===== config.mk =====
export PLATFORM = sky130hd
export DESIGN_NAME = acsc_top
export DESIGN_NICKNAME = d
export VERILOG_FILES = /design/src/hw/acsc_pkg.sv /design/src/hw/acsc_route_decode.sv /design/src/hw/acsc_sequencer.sv /design/src/hw/acsc_top.sv
export SDC_FILE = /design/constraint.sdc
export NUM_CORES = 1
export LEC_CHECK = 0
export ABC_CLOCK_PERIOD_IN_PS = 1700
export BUFFER_PORTS_ARGS = -buffer_cell sky130_fd_sc_hd__buf_2
export CELL_PAD_IN_SITES_DETAIL_PLACEMENT = 1
export CELL_PAD_IN_SITES_GLOBAL_PLACEMENT = 2
export CORE_ASPECT_RATIO = 2
export CORE_UTILIZATION = 30
export CTS_CLUSTER_DIAMETER = 200
export DETAILED_ROUTE_END_ITERATION = 10
export HOLD_SLACK_MARGIN = 0.1
export PLACE_DENSITY_LB_ADDON = 0.1
export SLEW_MARGIN = 20
export SYNTH_ARGS = -nofsm -noshare
export SYNTH_HDL_FRONTEND = slang
export SYNTH_SLANG_ARGS = --single-unit
export TNS_END_PERCENT = 30

===== constraint.sdc =====
create_clock -name mclk -period 1.7 [get_ports mclk]
set_clock_uncertainty 0.1 [all_clocks]
set_input_delay 0.255 -clock mclk [delete_from_list [all_inputs] [get_ports mclk]]
set_output_delay 0.255 -clock mclk [all_outputs]
set_load 0.02 [all_outputs]

===== src/hw/acsc_pkg.sv =====
// Purpose: Shared constants and types for the channel zero configuration block.
// Assumes: 32-bit AXI4-Lite register bus, registers on aligned words.
// Notes:   Config field positions, codes, offsets and reset values live here; status and enable bit positions are set in acsc_top.
package acsc_pkg;

    // Bus geometry.
    localparam int          ADDR_W        = 8;
    localparam int          DATA_W        = 32;
    localparam int          CFG_W         = 16;

    // Register byte offsets.
    localparam logic [7:0]  OFF_CH0_CFG   = 8'h10;
    localparam logic [7:0]  OFF_CH_EN     = 8'h14;
    localparam logic [7:0]  OFF_STATUS    = 8'h18;

    // Channel zero configuration layout and reset value.
    localparam logic [15:0] CH0_CFG_RESET = 16'h8001;
    localparam logic [15:0] CFG_WR_MASK   = 16'hB3FF;
    localparam int          CFG_EN_BIT    = 15;
    localparam int          CFG_SETUP_LO  = 12;
    localparam int          CFG_POS_LO    = 5;
    localparam int          CFG_NEG_LO    = 0;
    localparam int          SEL_W         = 5;
    localparam int          SETUP_W       = 2;

    // Channel and setup counts.
    localparam int          NUM_CH        = 4;
    localparam int          NUM_SETUP     = 4;
    localparam logic [2:0]  OTHER_EN_RESET = 3'h0;

    // Input selector codes.
    localparam logic [4:0]  SEL_AIN0      = 5'h00;
    localparam logic [4:0]  SEL_AIN4      = 5'h04;
    localparam logic [4:0]  SEL_TEMP_P    = 5'h11;
    localparam logic [4:0]  SEL_TEMP_N    = 5'h12;
    localparam logic [4:0]  SEL_SUPPLY_P  = 5'h13;
    localparam logic [4:0]  SEL_SUPPLY_N  = 5'h14;
    localparam logic [4:0]  SEL_REF_P     = 5'h15;
    localparam logic [4:0]  SEL_REF_N     = 5'h16;

    // Bus responses.
    localparam logic [1:0]  RESP_OKAY     = 2'h0;
    localparam logic [1:0]  RESP_SLVERR   = 2'h2;

    // Sequencer states.
    typedef enum logic [2:0] {
        SEQ_IDLE   = 3'b001,
        SEQ_SINGLE = 3'b010,
        SEQ_SCAN   = 3'b100
    } acsc_seq_e;

endpackage


===== src/hw/acsc_route_decode.sv =====
// Purpose: Classifies selector codes and expands the setup index to a one-hot group select.
// Assumes: Purely combinational; the caller registers the results.
// Notes:   Codes outside the table are flagged as reserved.
`timescale 1ns/1ps
`default_nettype none
module acsc_route_decode
    import acsc_pkg::*;
(
    // Configuration fields
    input  wire logic [SEL_W-1:0]     posSel,
    input  wire logic [SEL_W-1:0]     negSel,
    input  wire logic [SETUP_W-1:0]   setupSel,
    // Decoded results
    output logic                      posListed,
    output logic                      negListed,
    output logic [NUM_SETUP-1:0]      setupOneHot
);

    function automatic logic codeListed(input logic [SEL_W-1:0] code);
        codeListed = (code <= SEL_AIN4) || ((code >= SEL_TEMP_P) && (code <= SEL_REF_N)); // RQ11
    endfunction

    assign posListed = codeListed(posSel); // RQ8
    assign negListed = codeListed(negSel); // RQ10

    // Each setup index enables its whole register group at once.
    genvar g;
    generate
        for (g = 0; g < NUM_SETUP; g++) begin : gSetup
            assign setupOneHot[g] = (setupSel == SETUP_W'(g)); // RQ5
        end
    endgenerate

endmodule
`default_nettype wire


===== src/hw/acsc_sequencer.sv =====
// Purpose: Steps through enabled channels, one per finished conversion.
// Assumes: convDone is a one-cycle pulse from logic on mclk.
// Notes:   Order is ascending with wrap to the lowest enabled channel.
`timescale 1ns/1ps
`default_nettype none
module acsc_sequencer
    import acsc_pkg::*;
#(
    parameter int CH = NUM_CH
)(
    // Clock and reset
    input  wire logic                  mclk,
    input  wire logic                  srst,
    // Control
    input  wire logic [CH-1:0]         chEnable,
    input  wire logic                  convDone,
    // Status
    output logic [$clog2(CH)-1:0]      activeChannel,
    output logic                       scanning,
    output logic                       anyEnabled
);

    generate
        if (CH < 2) begin : gChCheck
            $error("acsc_sequencer needs at least two channels");
        end
    endgenerate

    typedef struct packed {
        acsc_seq_e              mode;
        logic [$clog2(CH)-1:0]  cur;
    } acsc_seqst_s;

    acsc_seqst_s st;
    acsc_seqst_s next_st;

    // Lowest enabled channel above the current one, else the lowest enabled overall.
    function automatic logic [$clog2(CH)-1:0] pickNext(input logic [CH-1:0] en,
                                                       input logic [$clog2(CH)-1:0] cur);
        logic [$clog2(CH)-1:0] above;
        logic [$clog2(CH)-1:0] lowest;
        logic                  foundAbove;
        logic                  foundLow;
        above = '0;
        lowest = '0;
        foundAbove = 1'b0;
        foundLow = 1'b0;
        for (int i = 0; i < CH; i++) begin
            if (en[i] && !foundLow) begin
                lowest = i[$clog2(CH)-1:0];
                foundLow = 1'b1;
            end
            if (en[i] && !foundAbove && (i > int'(cur))) begin
                above = i[$clog2(CH)-1:0];
                foundAbove = 1'b1;
            end
        end
        pickNext = foundAbove ? above : lowest; // RQ11
    endfunction

    logic multi;
    assign multi = ($countones(chEnable) >= 2);

    always_comb begin
        next_st = st;
        if (chEnable == '0) begin
            next_st.mode = SEQ_IDLE;
        end else if (!chEnable[st.cur]) begin
            next_st.cur = pickNext(chEnable, st.cur);
            next_st.mode = multi ? SEQ_SCAN : SEQ_SINGLE;
        end else begin
            case (st.mode)
                SEQ_IDLE: begin
                    next_st.mode = multi ? SEQ_SCAN : SEQ_SINGLE;
                end
                SEQ_SINGLE: begin
                    if (multi) begin
                        next_st.mode = SEQ_SCAN;
                    end
                end
                SEQ_SCAN: begin
                    if (convDone) begin
                        next_st.cur = pickNext(chEnable, st.cur); // RQ3
                    end
                    if (!multi) begin
                        next_st.mode = SEQ_SINGLE;
                    end
                end
                default: begin
                    next_st.mode = SEQ_IDLE;
                end
            endcase
        end
    end

    always_ff @(posedge mclk) begin
        if (srst) begin
            st <= '{mode: SEQ_IDLE, cur: '0};
        end else begin
            st <= next_st;
        end
    end

    assign activeChannel = st.cur;
    assign scanning      = (st.mode == SEQ_SCAN);
    assign anyEnabled    = (st.mode != SEQ_IDLE);

endmodule
`default_nettype wire


===== src/hw/acsc_top.sv =====
// Purpose: Channel zero configuration register with an AXI4-Lite slave and channel routing.
// Assumes: Single clock mclk at 200 MHz, synchronous active-high reset srst.
// Notes:   Routing outputs follow channel zero only while it is the active channel.
//
// Implementation choice: register access over AXI4-Lite.
`timescale 1ns/1ps
`default_nettype none
// Notes on behaviour
// RQ1: 16-bit config at 0x10, resets 0x8001.
// RQ2: Bit 15 enables channel zero, default on.
// RQ3: Two or more enables scan channels automatically.
// RQ4: Bits 13:12 pick one of four setups.
// RQ5: Setup choice applies its four-register group.
// RQ6: Host writes same selector for shared setup.
// RQ7: Reserved bits 14, 11:10 read zero.
// RQ8: Bits 9:5 route the positive converter input.
// RQ9: Host enables buffers before supply monitor codes.
// RQ10: Bits 4:0 route negative input, reset one.
// RQ11: Ascending scan with wrap; unlisted codes reserved.
module acsc_top
    import acsc_pkg::*;
(
    // Clock and reset
    input  wire logic                  mclk,
    input  wire logic                  srst,
    // AXI4-Lite write address
    input  wire logic [ADDR_W-1:0]     s_axi_awaddr,
    input  wire logic                  s_axi_awvalid,
    output logic                       s_axi_awready,
    // AXI4-Lite write data
    input  wire logic [DATA_W-1:0]     s_axi_wdata,
    input  wire logic [DATA_W/8-1:0]   s_axi_wstrb,
    input  wire logic                  s_axi_wvalid,
    output logic                       s_axi_wready,
    // AXI4-Lite write response
    output logic [1:0]                 s_axi_bresp,
    output logic                       s_axi_bvalid,
    input  wire logic                  s_axi_bready,
    // AXI4-Lite read address
    input  wire logic [ADDR_W-1:0]     s_axi_araddr,
    input  wire logic                  s_axi_arvalid,
    output logic                       s_axi_arready,
    // AXI4-Lite read data
    output logic [DATA_W-1:0]          s_axi_rdata,
    output logic [1:0]                 s_axi_rresp,
    output logic                       s_axi_rvalid,
    input  wire logic                  s_axi_rready,
    // Converter events
    input  wire logic                  convDone,
    // Converter routing
    output logic [NUM_CH-1:0]          channelEnable,
    output logic [1:0]                 activeChannel,
    output logic                       scanActive,
    output logic                       channelZeroActive,
    output logic [SEL_W-1:0]           positiveInputSelect,
    output logic [SEL_W-1:0]           negativeInputSelect,
    output logic [SETUP_W-1:0]         setupSelect,
    output logic [NUM_SETUP-1:0]       setupGroupSelect,
    output logic                       routeReserved
);

    typedef struct packed {
        logic [CFG_W-1:0]     cfg;
        logic [2:0]           otherEn;
        logic                 awHeld;
        logic [ADDR_W-1:0]    awAddr;
        logic                 wHeld;
        logic [DATA_W-1:0]    wData;
        logic [DATA_W/8-1:0]  wStrb;
        logic                 awready;
        logic                 wready;
        logic                 bvalid;
        logic [1:0]           bresp;
        logic                 arready;
        logic                 rvalid;
        logic [DATA_W-1:0]    rdata;
        logic [1:0]           rresp;
        logic [NUM_CH-1:0]    chEn;
        logic [1:0]           actCh;
        logic                 scan;
        logic                 ch0Act;
        logic [SEL_W-1:0]     pos;
        logic [SEL_W-1:0]     neg;
        logic [SETUP_W-1:0]   setup;
        logic [NUM_SETUP-1:0] group;
        logic                 rsvd;
    } acsc_state_s;

    acsc_state_s st;
    acsc_state_s next_st;

    // The routing and status layout assume four channels and a 16-bit register.
    generate
        if (NUM_CH != 4 || CFG_W != 16 || SETUP_W != 2) begin : gGeomCheck
            $error("acsc_top needs four channels, two setup bits and a 16-bit register");
        end
    endgenerate

    // Configuration fields.
    logic                 ch0Enable;
    logic [SETUP_W-1:0]   setupField;
    logic [SEL_W-1:0]     posField;
    logic [SEL_W-1:0]     negField;
    logic [NUM_CH-1:0]    enableMask;

    assign ch0Enable  = st.cfg[CFG_EN_BIT]; // RQ2
    assign setupField = st.cfg[CFG_SETUP_LO +: SETUP_W]; // RQ4
    assign posField   = st.cfg[CFG_POS_LO +: SEL_W]; // RQ8
    assign negField   = st.cfg[CFG_NEG_LO +: SEL_W]; // RQ10
    assign enableMask = {st.otherEn, ch0Enable};

    // Sequencer and decode.
    logic [1:0]           seqChannel;
    logic                 seqScanning;
    logic                 seqAny;
    logic                 posListed;
    logic                 negListed;
    logic [NUM_SETUP-1:0] setupOneHot;

    acsc_sequencer #(
        .CH            (NUM_CH)
    ) uSeq (
        .mclk          (mclk),
        .srst          (srst),
        .chEnable      (enableMask),
        .convDone      (convDone),
        .activeChannel (seqChannel),
        .scanning      (seqScanning),
        .anyEnabled    (seqAny)
    );

    acsc_route_decode uDec (
        .posSel        (posField),
        .negSel        (negField),
        .setupSel      (setupField),
        .posListed     (posListed),
        .negListed     (negListed),
        .setupOneHot   (setupOneHot)
    );

    // Merges a write into a 16-bit field by byte lane, keeping reserved bits at zero.
    // Lanes two and three carry nothing for this register.
    function automatic logic [CFG_W-1:0] mergeCfg(input logic [CFG_W-1:0]    old,
                                                  input logic [DATA_W-1:0]   data,
                                                  input logic [DATA_W/8-1:0] strb);
        logic [CFG_W-1:0] res;
        res = old;
        if (strb[0]) begin
            res[7:0] = data[7:0];
        end
        if (strb[1]) begin
            res[15:8] = data[15:8];
        end
        mergeCfg = res & CFG_WR_MASK; // RQ7
    endfunction

    // Read mux; unmapped addresses answer with an error and zero data.
    logic [DATA_W-1:0] rdValue;
    logic              rdHit;

    always_comb begin
        rdValue = '0;
        rdHit   = 1'b1;
        case (s_axi_araddr)
            OFF_CH0_CFG: begin
                rdValue[CFG_W-1:0] = st.cfg & CFG_WR_MASK; // RQ7
            end
            OFF_CH_EN: begin
                rdValue[2:0] = st.otherEn;
            end
            OFF_STATUS: begin
                rdValue[1:0]  = st.actCh;
                rdValue[2]    = st.scan;
                rdValue[3]    = st.ch0Act;
                rdValue[4]    = ~posListed;
                rdValue[5]    = ~negListed;
                rdValue[6]    = seqAny;
                rdValue[11:8] = st.chEn;
            end
            default: begin
                rdHit = 1'b0;
            end
        endcase
    end

    logic aw_fire;
    logic w_fire;
    logic ar_fire;

    assign aw_fire = s_axi_awvalid && st.awready;
    assign w_fire  = s_axi_wvalid && st.wready;
    assign ar_fire = s_axi_arvalid && st.arready;

    always_comb begin
        next_st = st;

        // Write address and data are captured independently.
        if (aw_fire) begin
            next_st.awHeld = 1'b1;
            next_st.awAddr = s_axi_awaddr;
        end
        if (w_fire) begin
            next_st.wHeld = 1'b1;
            next_st.wData = s_axi_wdata;
            next_st.wStrb = s_axi_wstrb;
        end
        if (st.bvalid && s_axi_bready) begin
            next_st.bvalid = 1'b0;
        end

        // Once both halves are held, the write is performed and answered.
        if (st.awHeld && st.wHeld && !st.bvalid) begin
            next_st.awHeld = 1'b0;
            next_st.wHeld  = 1'b0;
            next_st.bvalid = 1'b1;
            next_st.bresp  = RESP_OKAY;
            case (st.awAddr)
                OFF_CH0_CFG: begin
                    next_st.cfg = mergeCfg(st.cfg, st.wData, st.wStrb); // RQ1
                end
                OFF_CH_EN: begin
                    if (st.wStrb[0]) begin
                        next_st.otherEn = st.wData[2:0];
                    end
                end
                OFF_STATUS: begin
                    next_st.bresp = RESP_OKAY;
                end
                default: begin
                    next_st.bresp = RESP_SLVERR;
                end
            endcase
        end

        // Readiness follows the next state, so a new request waits for the response.
        next_st.awready = !next_st.awHeld && !next_st.bvalid;
        next_st.wready  = !next_st.wHeld && !next_st.bvalid;

        // Read channel.
        if (st.rvalid && s_axi_rready) begin
            next_st.rvalid = 1'b0;
        end
        if (ar_fire) begin
            next_st.rvalid = 1'b1;
            next_st.rdata  = rdValue;
            next_st.rresp  = rdHit ? RESP_OKAY : RESP_SLVERR;
        end
        // A read address waits while read data stands, so one read is in flight.
        next_st.arready = !next_st.rvalid;

        // Routing follows channel zero while the sequencer sits on it.
        next_st.chEn   = enableMask;
        next_st.actCh  = seqChannel;
        next_st.scan   = seqScanning; // RQ3
        next_st.ch0Act = seqAny && (seqChannel == 2'h0) && ch0Enable; // RQ2
        if (next_st.ch0Act) begin
            next_st.pos   = posField; // RQ8
            next_st.neg   = negField; // RQ10
            next_st.setup = setupField; // RQ4
            next_st.group = setupOneHot; // RQ5
            // Unlisted codes are still routed; the flag only marks them as reserved.
            next_st.rsvd  = !posListed || !negListed; // RQ11
        end else begin
            next_st.group = '0;
            next_st.rsvd  = 1'b0;
        end
    end

    // Reset loads only constants, so routing starts on pin zero and pin one.
    always_ff @(posedge mclk) begin
        if (srst) begin
            st         <= '0;
            st.cfg     <= CH0_CFG_RESET; // RQ1
            st.otherEn <= OTHER_EN_RESET;
            st.pos     <= CH0_CFG_RESET[CFG_POS_LO +: SEL_W];
            st.neg     <= CH0_CFG_RESET[CFG_NEG_LO +: SEL_W];
            st.bresp   <= RESP_OKAY;
            st.rresp   <= RESP_OKAY;
        end else begin
            st <= next_st;
        end
    end

    // Every output is a field of the registered state.
    assign s_axi_awready       = st.awready;
    assign s_axi_wready        = st.wready;
    assign s_axi_bresp         = st.bresp;
    assign s_axi_bvalid        = st.bvalid;
    assign s_axi_arready       = st.arready;
    assign s_axi_rdata         = st.rdata;
    assign s_axi_rresp         = st.rresp;
    assign s_axi_rvalid        = st.rvalid;
    assign channelEnable       = st.chEn;
    assign activeChannel       = st.actCh;
    assign scanActive          = st.scan;
    assign channelZeroActive   = st.ch0Act;
    assign positiveInputSelect = st.pos;
    assign negativeInputSelect = st.neg;
    assign setupSelect         = st.setup;
    assign setupGroupSelect    = st.group;
    assign routeReserved       = st.rsvd;

endmodule
`default_nettype wire


==> results.md, run 1 <==
- Hold Worst Slack: 0.238 ns
- Synth Instances: 454
- CP Capture Type: flop
- Slew Viols, Final: 0
- Post-synth EDFFs: 0
- Number of synthesized register bits: 93
- CTS root buf: clkbuf_16
- Fin crit share: 0.961
- Critical Path AT: 1.83 ns
- Worst VDD drop: 0.000553 V
- P_leak: 2.35 nW
- Fmax: 612 MHz
- Final Util: 0.382
- Run status: complete, but fails checks
- Final Routed Wirelength: 10,400 um
- Seq/Total Area, Yosys: 0.454
- Max_cap viols: 0
- Longest Clk Path Bufs: 2
- Die Height: 167 um
- FF+latch area: 1870 sq um
- H-tree depth: 3
- Unique masters post-synth: 54
- All-Layer GR Usage: 0.156
- # diodes: 0
- Startpoint Class: flop
- CTS sink count: 93
- Worst skew pair latency: 0.35 ns
- Syn. warnings: 0
- Pin count of the biggest net entering global routing: 54
- CP max FO: 5
- Post-synth ARST share: 0
- Num CTS Buffers: 9
- CTS tree: built
- Area grow syn2layout: 24.5%
- Hold crit path type: in -> reg
- Die width: 84.7 um
- Count of input and output buffers: 85
- Row cnt: 60
- Layout Nets: 616
- Core area: 13,400 sq um
- Overall power: 4.76 mW
- Wire per inst: 14.7 um
- Avg Cell Area, Syn: 9.03 sq um
- Tmin final: 1.63 ns
- Top FF cell, synth: dfxtp_1
- # IOs: 126
- Final Hold Fails: 0
- CP Class: reg -> reg
- Endpoints failing setup: 0
- Global route overflow: 0
- Router iterations before antenna repair: 9
- Post-DP HPWL: 8170 um
- Post-synthesis cell area: 4100 sq um
- Commonest non-fill, non-tap cell in the layout: dfxtp_1
- Vias per cell: 4.62
- Fraction of layout cells with a size suffix above 1: 0.265
- Critical Path RT: 1.89 ns
- Fill cell count: 1,610
- Total power per unit cell area: 932 nW/um^2
- Starting Density: 0.307
- Vias in the first global route: 3,444
- Multi-input logic area: 1750 sq um
- Final ANT Viol Nets: 0
- Failing checks: design-rule violations
- # DRC: 5
- Vias after detailed routing: 3,274
- Clock Pin Slew Worst Setup and Hold Paths: 0.07 ns
- Final GP Congestion: 0.818
- First-pass GRT wire length: 17,000 um
- Initial DRC count: 74
- Unrepaired setup endpoints after global routing: no
- Initial antenna violation count: 0
- Most frequent cells in the layout: 88 x dfxtp_1, 85 x buf_2, 60 x nand2_1, 60 x nor2_1, 32 x mux2i_1
- Full die area: 14,200 sq um
[cells in the mapped netlist (all sizes together) (2+ instances only)]
master | count | share of area
inv | 13 | 0.012
a21oi | 30 | 0.037
a211o | 3 | 0.0064
a22o | 5 | 0.011
nor4b | 5 | 0.016
nand3 | 3 | 0.0037
nor3b | 3 | 0.0067
nor3 | 6 | 0.0073
clkbuf | 9 | 0.0082
mux2i | 33 | 0.081
nand2 | 60 | 0.055
nor4 | 4 | 0.0061
nor2 | 60 | 0.055
o21ai | 6 | 0.0073
a211oi | 3 | 0.0055
buf | 68 | 0.12
ha | 6 | 0.018
and3 | 2 | 0.0031
o2bb2ai | 3 | 0.0064
a22oi | 3 | 0.0055
dfxtp | 93 | 0.45
and2 | 4 | 0.0061
nand4 | 5 | 0.013
nor2b | 4 | 0.0061
and3b | 3 | 0.0064
a32o | 2 | 0.0049
[per-layer routing]
metal,GRT usage,part of all wire
met1,0.144,0.35
met2,0.318,0.59
met3,0.0286,0.033
met4,0.0715,0.027
met5,0,0
[cell families (layout without fill, tap and decap cells)]
group | count (synthesis) | in the layout | share of synthesized area
mux | 34 | 34 | 0.0833
buf+inv | 90 | 172 | 0.138
fa+ha+maj | 8 | 8 | 0.0256
xor+xnor | 1 | 1 | 0.00214
simple gates | 161 | 161 | 0.187
flops | 93 | 93 | 0.454
other cells | 1 | 19 | 0.000915
compound gates | 66 | 66 | 0.108
[repair_timing]
action                                  4_1_cts  5_1_grt
buffers inserted                              0        0
pin swaps                                     0        1
gates resized for setup                       3        6
hold buffers                                 25        0
endpoints found under the setup margin        2        5
hold endpoints to repair                     26        0
[per-stage QoR]
stage               area (sq um)  std cells  setup TNS [ns]  setup slack, ns
finish                      5100        709               0           0.0659
global route                5100        709               0          0.00930
CTS                         5090        709               0           0.0162
detailed placement          4540        668         -0.0480          -0.0314
global placement            4540        668               0          0.00628
floorplan                   4170        472               0            0.142
[flip-flops by register name, indices dropped and copies added, names as in the netlist, 2 cells and up]
signal and cells:
channelEnable 4, uSeq.st 3, enableMask 3, uSeq.activeChannel 2, negativeInputSelect 5, setupField 2, setupGroupSelect 4, activeChannel 2
st 25, posField 5, negField 5, positiveInputSelect 5, setupSelect 2, s_axi_rdata 15
[report_power, final]
group          total [mW]  leakage [nW]  switching (mW)  internal, mW
logic               0.522          1.45           0.295         0.226
clock network        1.96         0.140           0.933          1.02
registers            2.28         0.757          0.0384          2.24
total                4.76          2.35            1.27          3.49
[layout make-up]
type / instances / share of cell area
clock buffer: 9 / 0.0441
clock inverter: 7 / 0.0132
inverter: 13 / 0.00956
multi-input combinational: 289 / 0.343
sequential: 93 / 0.367
tap: 155 / 0.0380
timing repair buffer: 143 / 0.186
[final timing paths]
| path | startpoint | end | slack (ns) | depth (start not counted) |
|---|---|---|---|---|
| min | s_axi_araddr[3] | s_axi_rdata[10] | 0.24 | 2 |
| max reg2reg | enableMask[3] | uSeq.st[3] | 0.07 | 6 |
| min reg2reg | st[111] | s_axi_awready | 0.35 | 1 |
| max | enableMask[3] | uSeq.st[3] | 0.07 | 6 |
[worst max-delay path, cell delays in order (launching register included)]
cell     delay, ns
dfxtp_2       0.38
inv_1         0.08
ha_1          0.30
nand2_1       0.08
fa_1          0.51
nand2_1       0.06
nor2_1        0.07
(Power assumes the default switching activity.)
==> run 2, diff against run 1 <==
--- a/config.mk
+++ b/config.mk
@@ -6,12 +6,13 @@
 export NUM_CORES = 1
 export LEC_CHECK = 0
 export ABC_CLOCK_PERIOD_IN_PS = 1700
-export BUFFER_PORTS_ARGS = -buffer_cell sky130_fd_sc_hd__buf_2
+export BUFFER_PORTS_ARGS = -buffer_cell sky130_fd_sc_hd__buf_4
 export CELL_PAD_IN_SITES_DETAIL_PLACEMENT = 1
 export CELL_PAD_IN_SITES_GLOBAL_PLACEMENT = 2
 export CORE_ASPECT_RATIO = 2
 export CORE_UTILIZATION = 30
-export CTS_CLUSTER_DIAMETER = 200
+export CTS_CLUSTER_DIAMETER = 80
+export CTS_CLUSTER_SIZE = 28
 export DETAILED_ROUTE_END_ITERATION = 10
 export HOLD_SLACK_MARGIN = 0.1
 export PLACE_DENSITY_LB_ADDON = 0.1
==> run 2 against run 1 <==
The flow now finishes without violations. Clock power shrank 4%. Flip-flop and latch count unchanged. Largest power group unchanged. Routed wire length is 2.0% higher.
==> results.md, run 2 (synthesis results as in run 1) <==
- P_sw: 1.23 mW (was 1.27 mW)
- Count of input and output buffers: 85 (unchanged)
- Sw frac: 0.260 (was 0.266)
- Final Hold Fails: 0 (unchanged)
- Longest Clk Path Bufs: 2 (unchanged)
- Headroom to the max-slew limit: 0.517
- Vias per cell: 4.64 (was 4.62)
- Fill cell count: 1,543 (was 1,610)
- Fmax: 618 MHz (was 612 MHz)
- Clock Pin Slew Worst Setup and Hold Paths: 0.07 ns (about the same)
- Slew Viols, Final: 0 (unchanged)
- Overall power: 4.73 mW (was 4.76 mW)
- Internal power: 3.50 mW (was 3.49 mW)
- GR met1 Demand/Resource: 0.147 (was 0.144)
- Post-DP Area: 4740 sq um (was 4540 sq um)
- Most Crowded Layer GR: met2 (unchanged)
- Design Area, Final: 5310 sq um (was 5100 sq um)
- Initial antenna violation count: 0 (unchanged)
- Post-DP HPWL: 8160 um (was 8170 um)
- CP max FO: 10 (was 5)
- Layout Nets: 614 (was 616)
- Seq pwr share: 0.483 (was 0.479)
- P_leak: 2.37 nW (was 2.35 nW)
- Final ANT Viol Nets: 0 (unchanged)
- # IOs: 126 (unchanged)
- Unrepaired setup endpoints after global routing: yes (was no)
- Final GP Congestion: 0.808 (was 0.818)
- Final Util: 0.397 (was 0.382)
- Fraction of layout cells with a size suffix above 1: 0.257 (was 0.265)
- Critical Path End: s_axi_rdata[13] (was uSeq.st[3])
- Critical Path RT: 1.89 ns (about the same)
- CTS tree: built (unchanged)
- Reg-to-reg endpoint: uSeq.st[3] (unchanged)
- Router iterations before antenna repair: 6 (was 9)
- CTS root buf: clkbuf_16 (unchanged)
- Reg2Reg Depth: 6 (unchanged)
- All-Layer GR Usage: 0.154 (was 0.156)
- Met2 Usage GRT: 0.316 (was 0.318)
- CP Class: in -> reg (was reg -> reg)
- Critical Path AT: 1.80 ns (was 1.83 ns)
- Area grow syn2layout: 29.4% (was 24.5%)
- CTS sink count: 93 (unchanged)
- R2R setup slack: 0.09 ns (was 0.07 ns)
- Commonest non-fill, non-tap cell in the layout: buf_4 (was dfxtp_1)
- Wire per inst: 15.0 um (was 14.7 um)
- Reg2Reg Launch Point: enableMask[3] (unchanged)
- Full die area: 14,200 sq um (unchanged)
- Row cnt: 60 (unchanged)
- Pin count of the biggest net entering global routing: 50 (was 54)
- Final Routed Wirelength: 10,600 um (was 10,400 um)
- Global route overflow: 0 (unchanged)
- Clk pwr share: 0.399 (was 0.412)
- Worst VDD drop: 0.000478 V (was 0.000553 V)
- Starting Density: 0.307 (unchanged)
- Worst slew pin tran: 0.721 ns
- CP Capture Type: flop (unchanged)
- # diodes: 0 (unchanged)
- Setup TNS Final: 0 ns (unchanged)
- Die Height: 167 um (unchanged)
- Hold crit path type: in -> reg (unchanged)
- Max FFs per register: 25 (unchanged)
- Core area: 13,400 sq um (unchanged)
- Postcts setup bufs: 0 (unchanged)
- Worst skew pair latency: 0.34 ns (was 0.35 ns)
- Vias in the first global route: 3,331 (was 3,444)
- Cell count after placement: 664 (was 668)
- CP startpoint: srst (was enableMask[3])
- Tmin final: 1.62 ns (was 1.63 ns)
- Total power per unit cell area: 892 nW/um^2 (was 932 nW/um^2)
- Startpoint Class: primary input (was flop)
- Num CTS Buffers: 9 (unchanged)
- Endpoints failing setup: 0 (unchanged)
- GRT met3 Usage: 0.0217 (was 0.0286)
- # DRC: 0 (was 5)
- Initial DRC count: 103 (was 74)
- Vias after detailed routing: 3,280 (was 3,274)
- Largest Register: st (unchanged)
- First-pass GRT wire length: 16,600 um (was 17,000 um)
- Die width: 84.7 um (unchanged)
- Most frequent cells in the layout: 111 x buf_4, 90 x dfxtp_1, 60 x nand2_1, 60 x nor2_1, 32 x mux2i_1 (was 88 x dfxtp_1, 85 x buf_2, 60 x nand2_1, 60 x nor2_1, 32 x mux2i_1)
- H-tree depth: 3 (unchanged)
- Fin crit share: 0.952 (was 0.961)
- Post-Layout Cell Count: 707 (was 709)
- Max_cap viols: 0 (unchanged)
- Run status: complete, no violations (was complete, but fails checks)
- Gate power share: 0.118 (was 0.110)
## run 2: cell types whose count changed in the layout (fill, tap and decap cells not counted), moves of 2 or more
cell / delta
buf_4: +80
dfxtp_1: +2
buf_2: -85
dlygate4sd3_1: +2
## run 2: repair_timing
item,in CTS,in global routing
setup endpoints to repair,1,10
hold endpoints to repair,28,0
gates resized for setup,2,6
pin swaps,0,1
hold buffers,27,0
## run 2: how the worst min path moves through the flow
stage,slack (ns),startpoint,end,cells past startpoint
final,0.18,s_axi_araddr[3],s_axi_rdata[4],3
after CTS,0.17,s_axi_araddr[3],s_axi_rdata[4],3
after global placement,0.34,st[104],st[104],2
after global routing,0.19,s_axi_araddr[3],s_axi_rdata[4],3
after floorplan,0.23,srst,activeChannel[1],1
after detailed placement,0.34,st[111],s_axi_awready,1
## run 2: metal layers
layer | vias to the layer above | part of all wire
met4 | 0 | 0.014
li1 | 1645 | -
met3 | 6 | 0.030
met2 | 69 | 0.59
met5 | - | 0
met1 | 1560 | 0.36
## run 2: power groups by stage
stage	combinational, mW	clock (mW)	sequential [mW]
after floorplan	0.343	0	2.34
after global placement	0.509	0	2.33
after detailed placement	0.515	0	2.33
after CTS	0.565	1.96	2.28
after global routing	0.608	2.04	2.29
final	0.559	1.89	2.28
## run 2: final cells by class
class	count	area [sq um]	area share
clock inverter	6	46.3	0.00873
tap	155	194	0.0366
timing repair buffer	141	1160	0.219
inverter	13	48.8	0.00920
clock buffer	10	229	0.0432
multi-input combinational	289	1760	0.331
sequential	93	1870	0.352
## run 2: metrics by stage
stage	setup WS (ns)	hold WS (ns)
2_1_floorplan	0.142	0.234
3_3_place_gp	-0.000825	0.343
3_5_place_dp	0.0126	0.345
4_1_cts	0.0437	0.167
5_1_grt	-0.00326	0.189
6_report	0.0823	0.181
## run 2: worst max-delay path: stages
cell           delay, ns
dlygate4sd3_1       0.54
buf_4               0.18
nor2_1              0.58
a22o_1              0.25
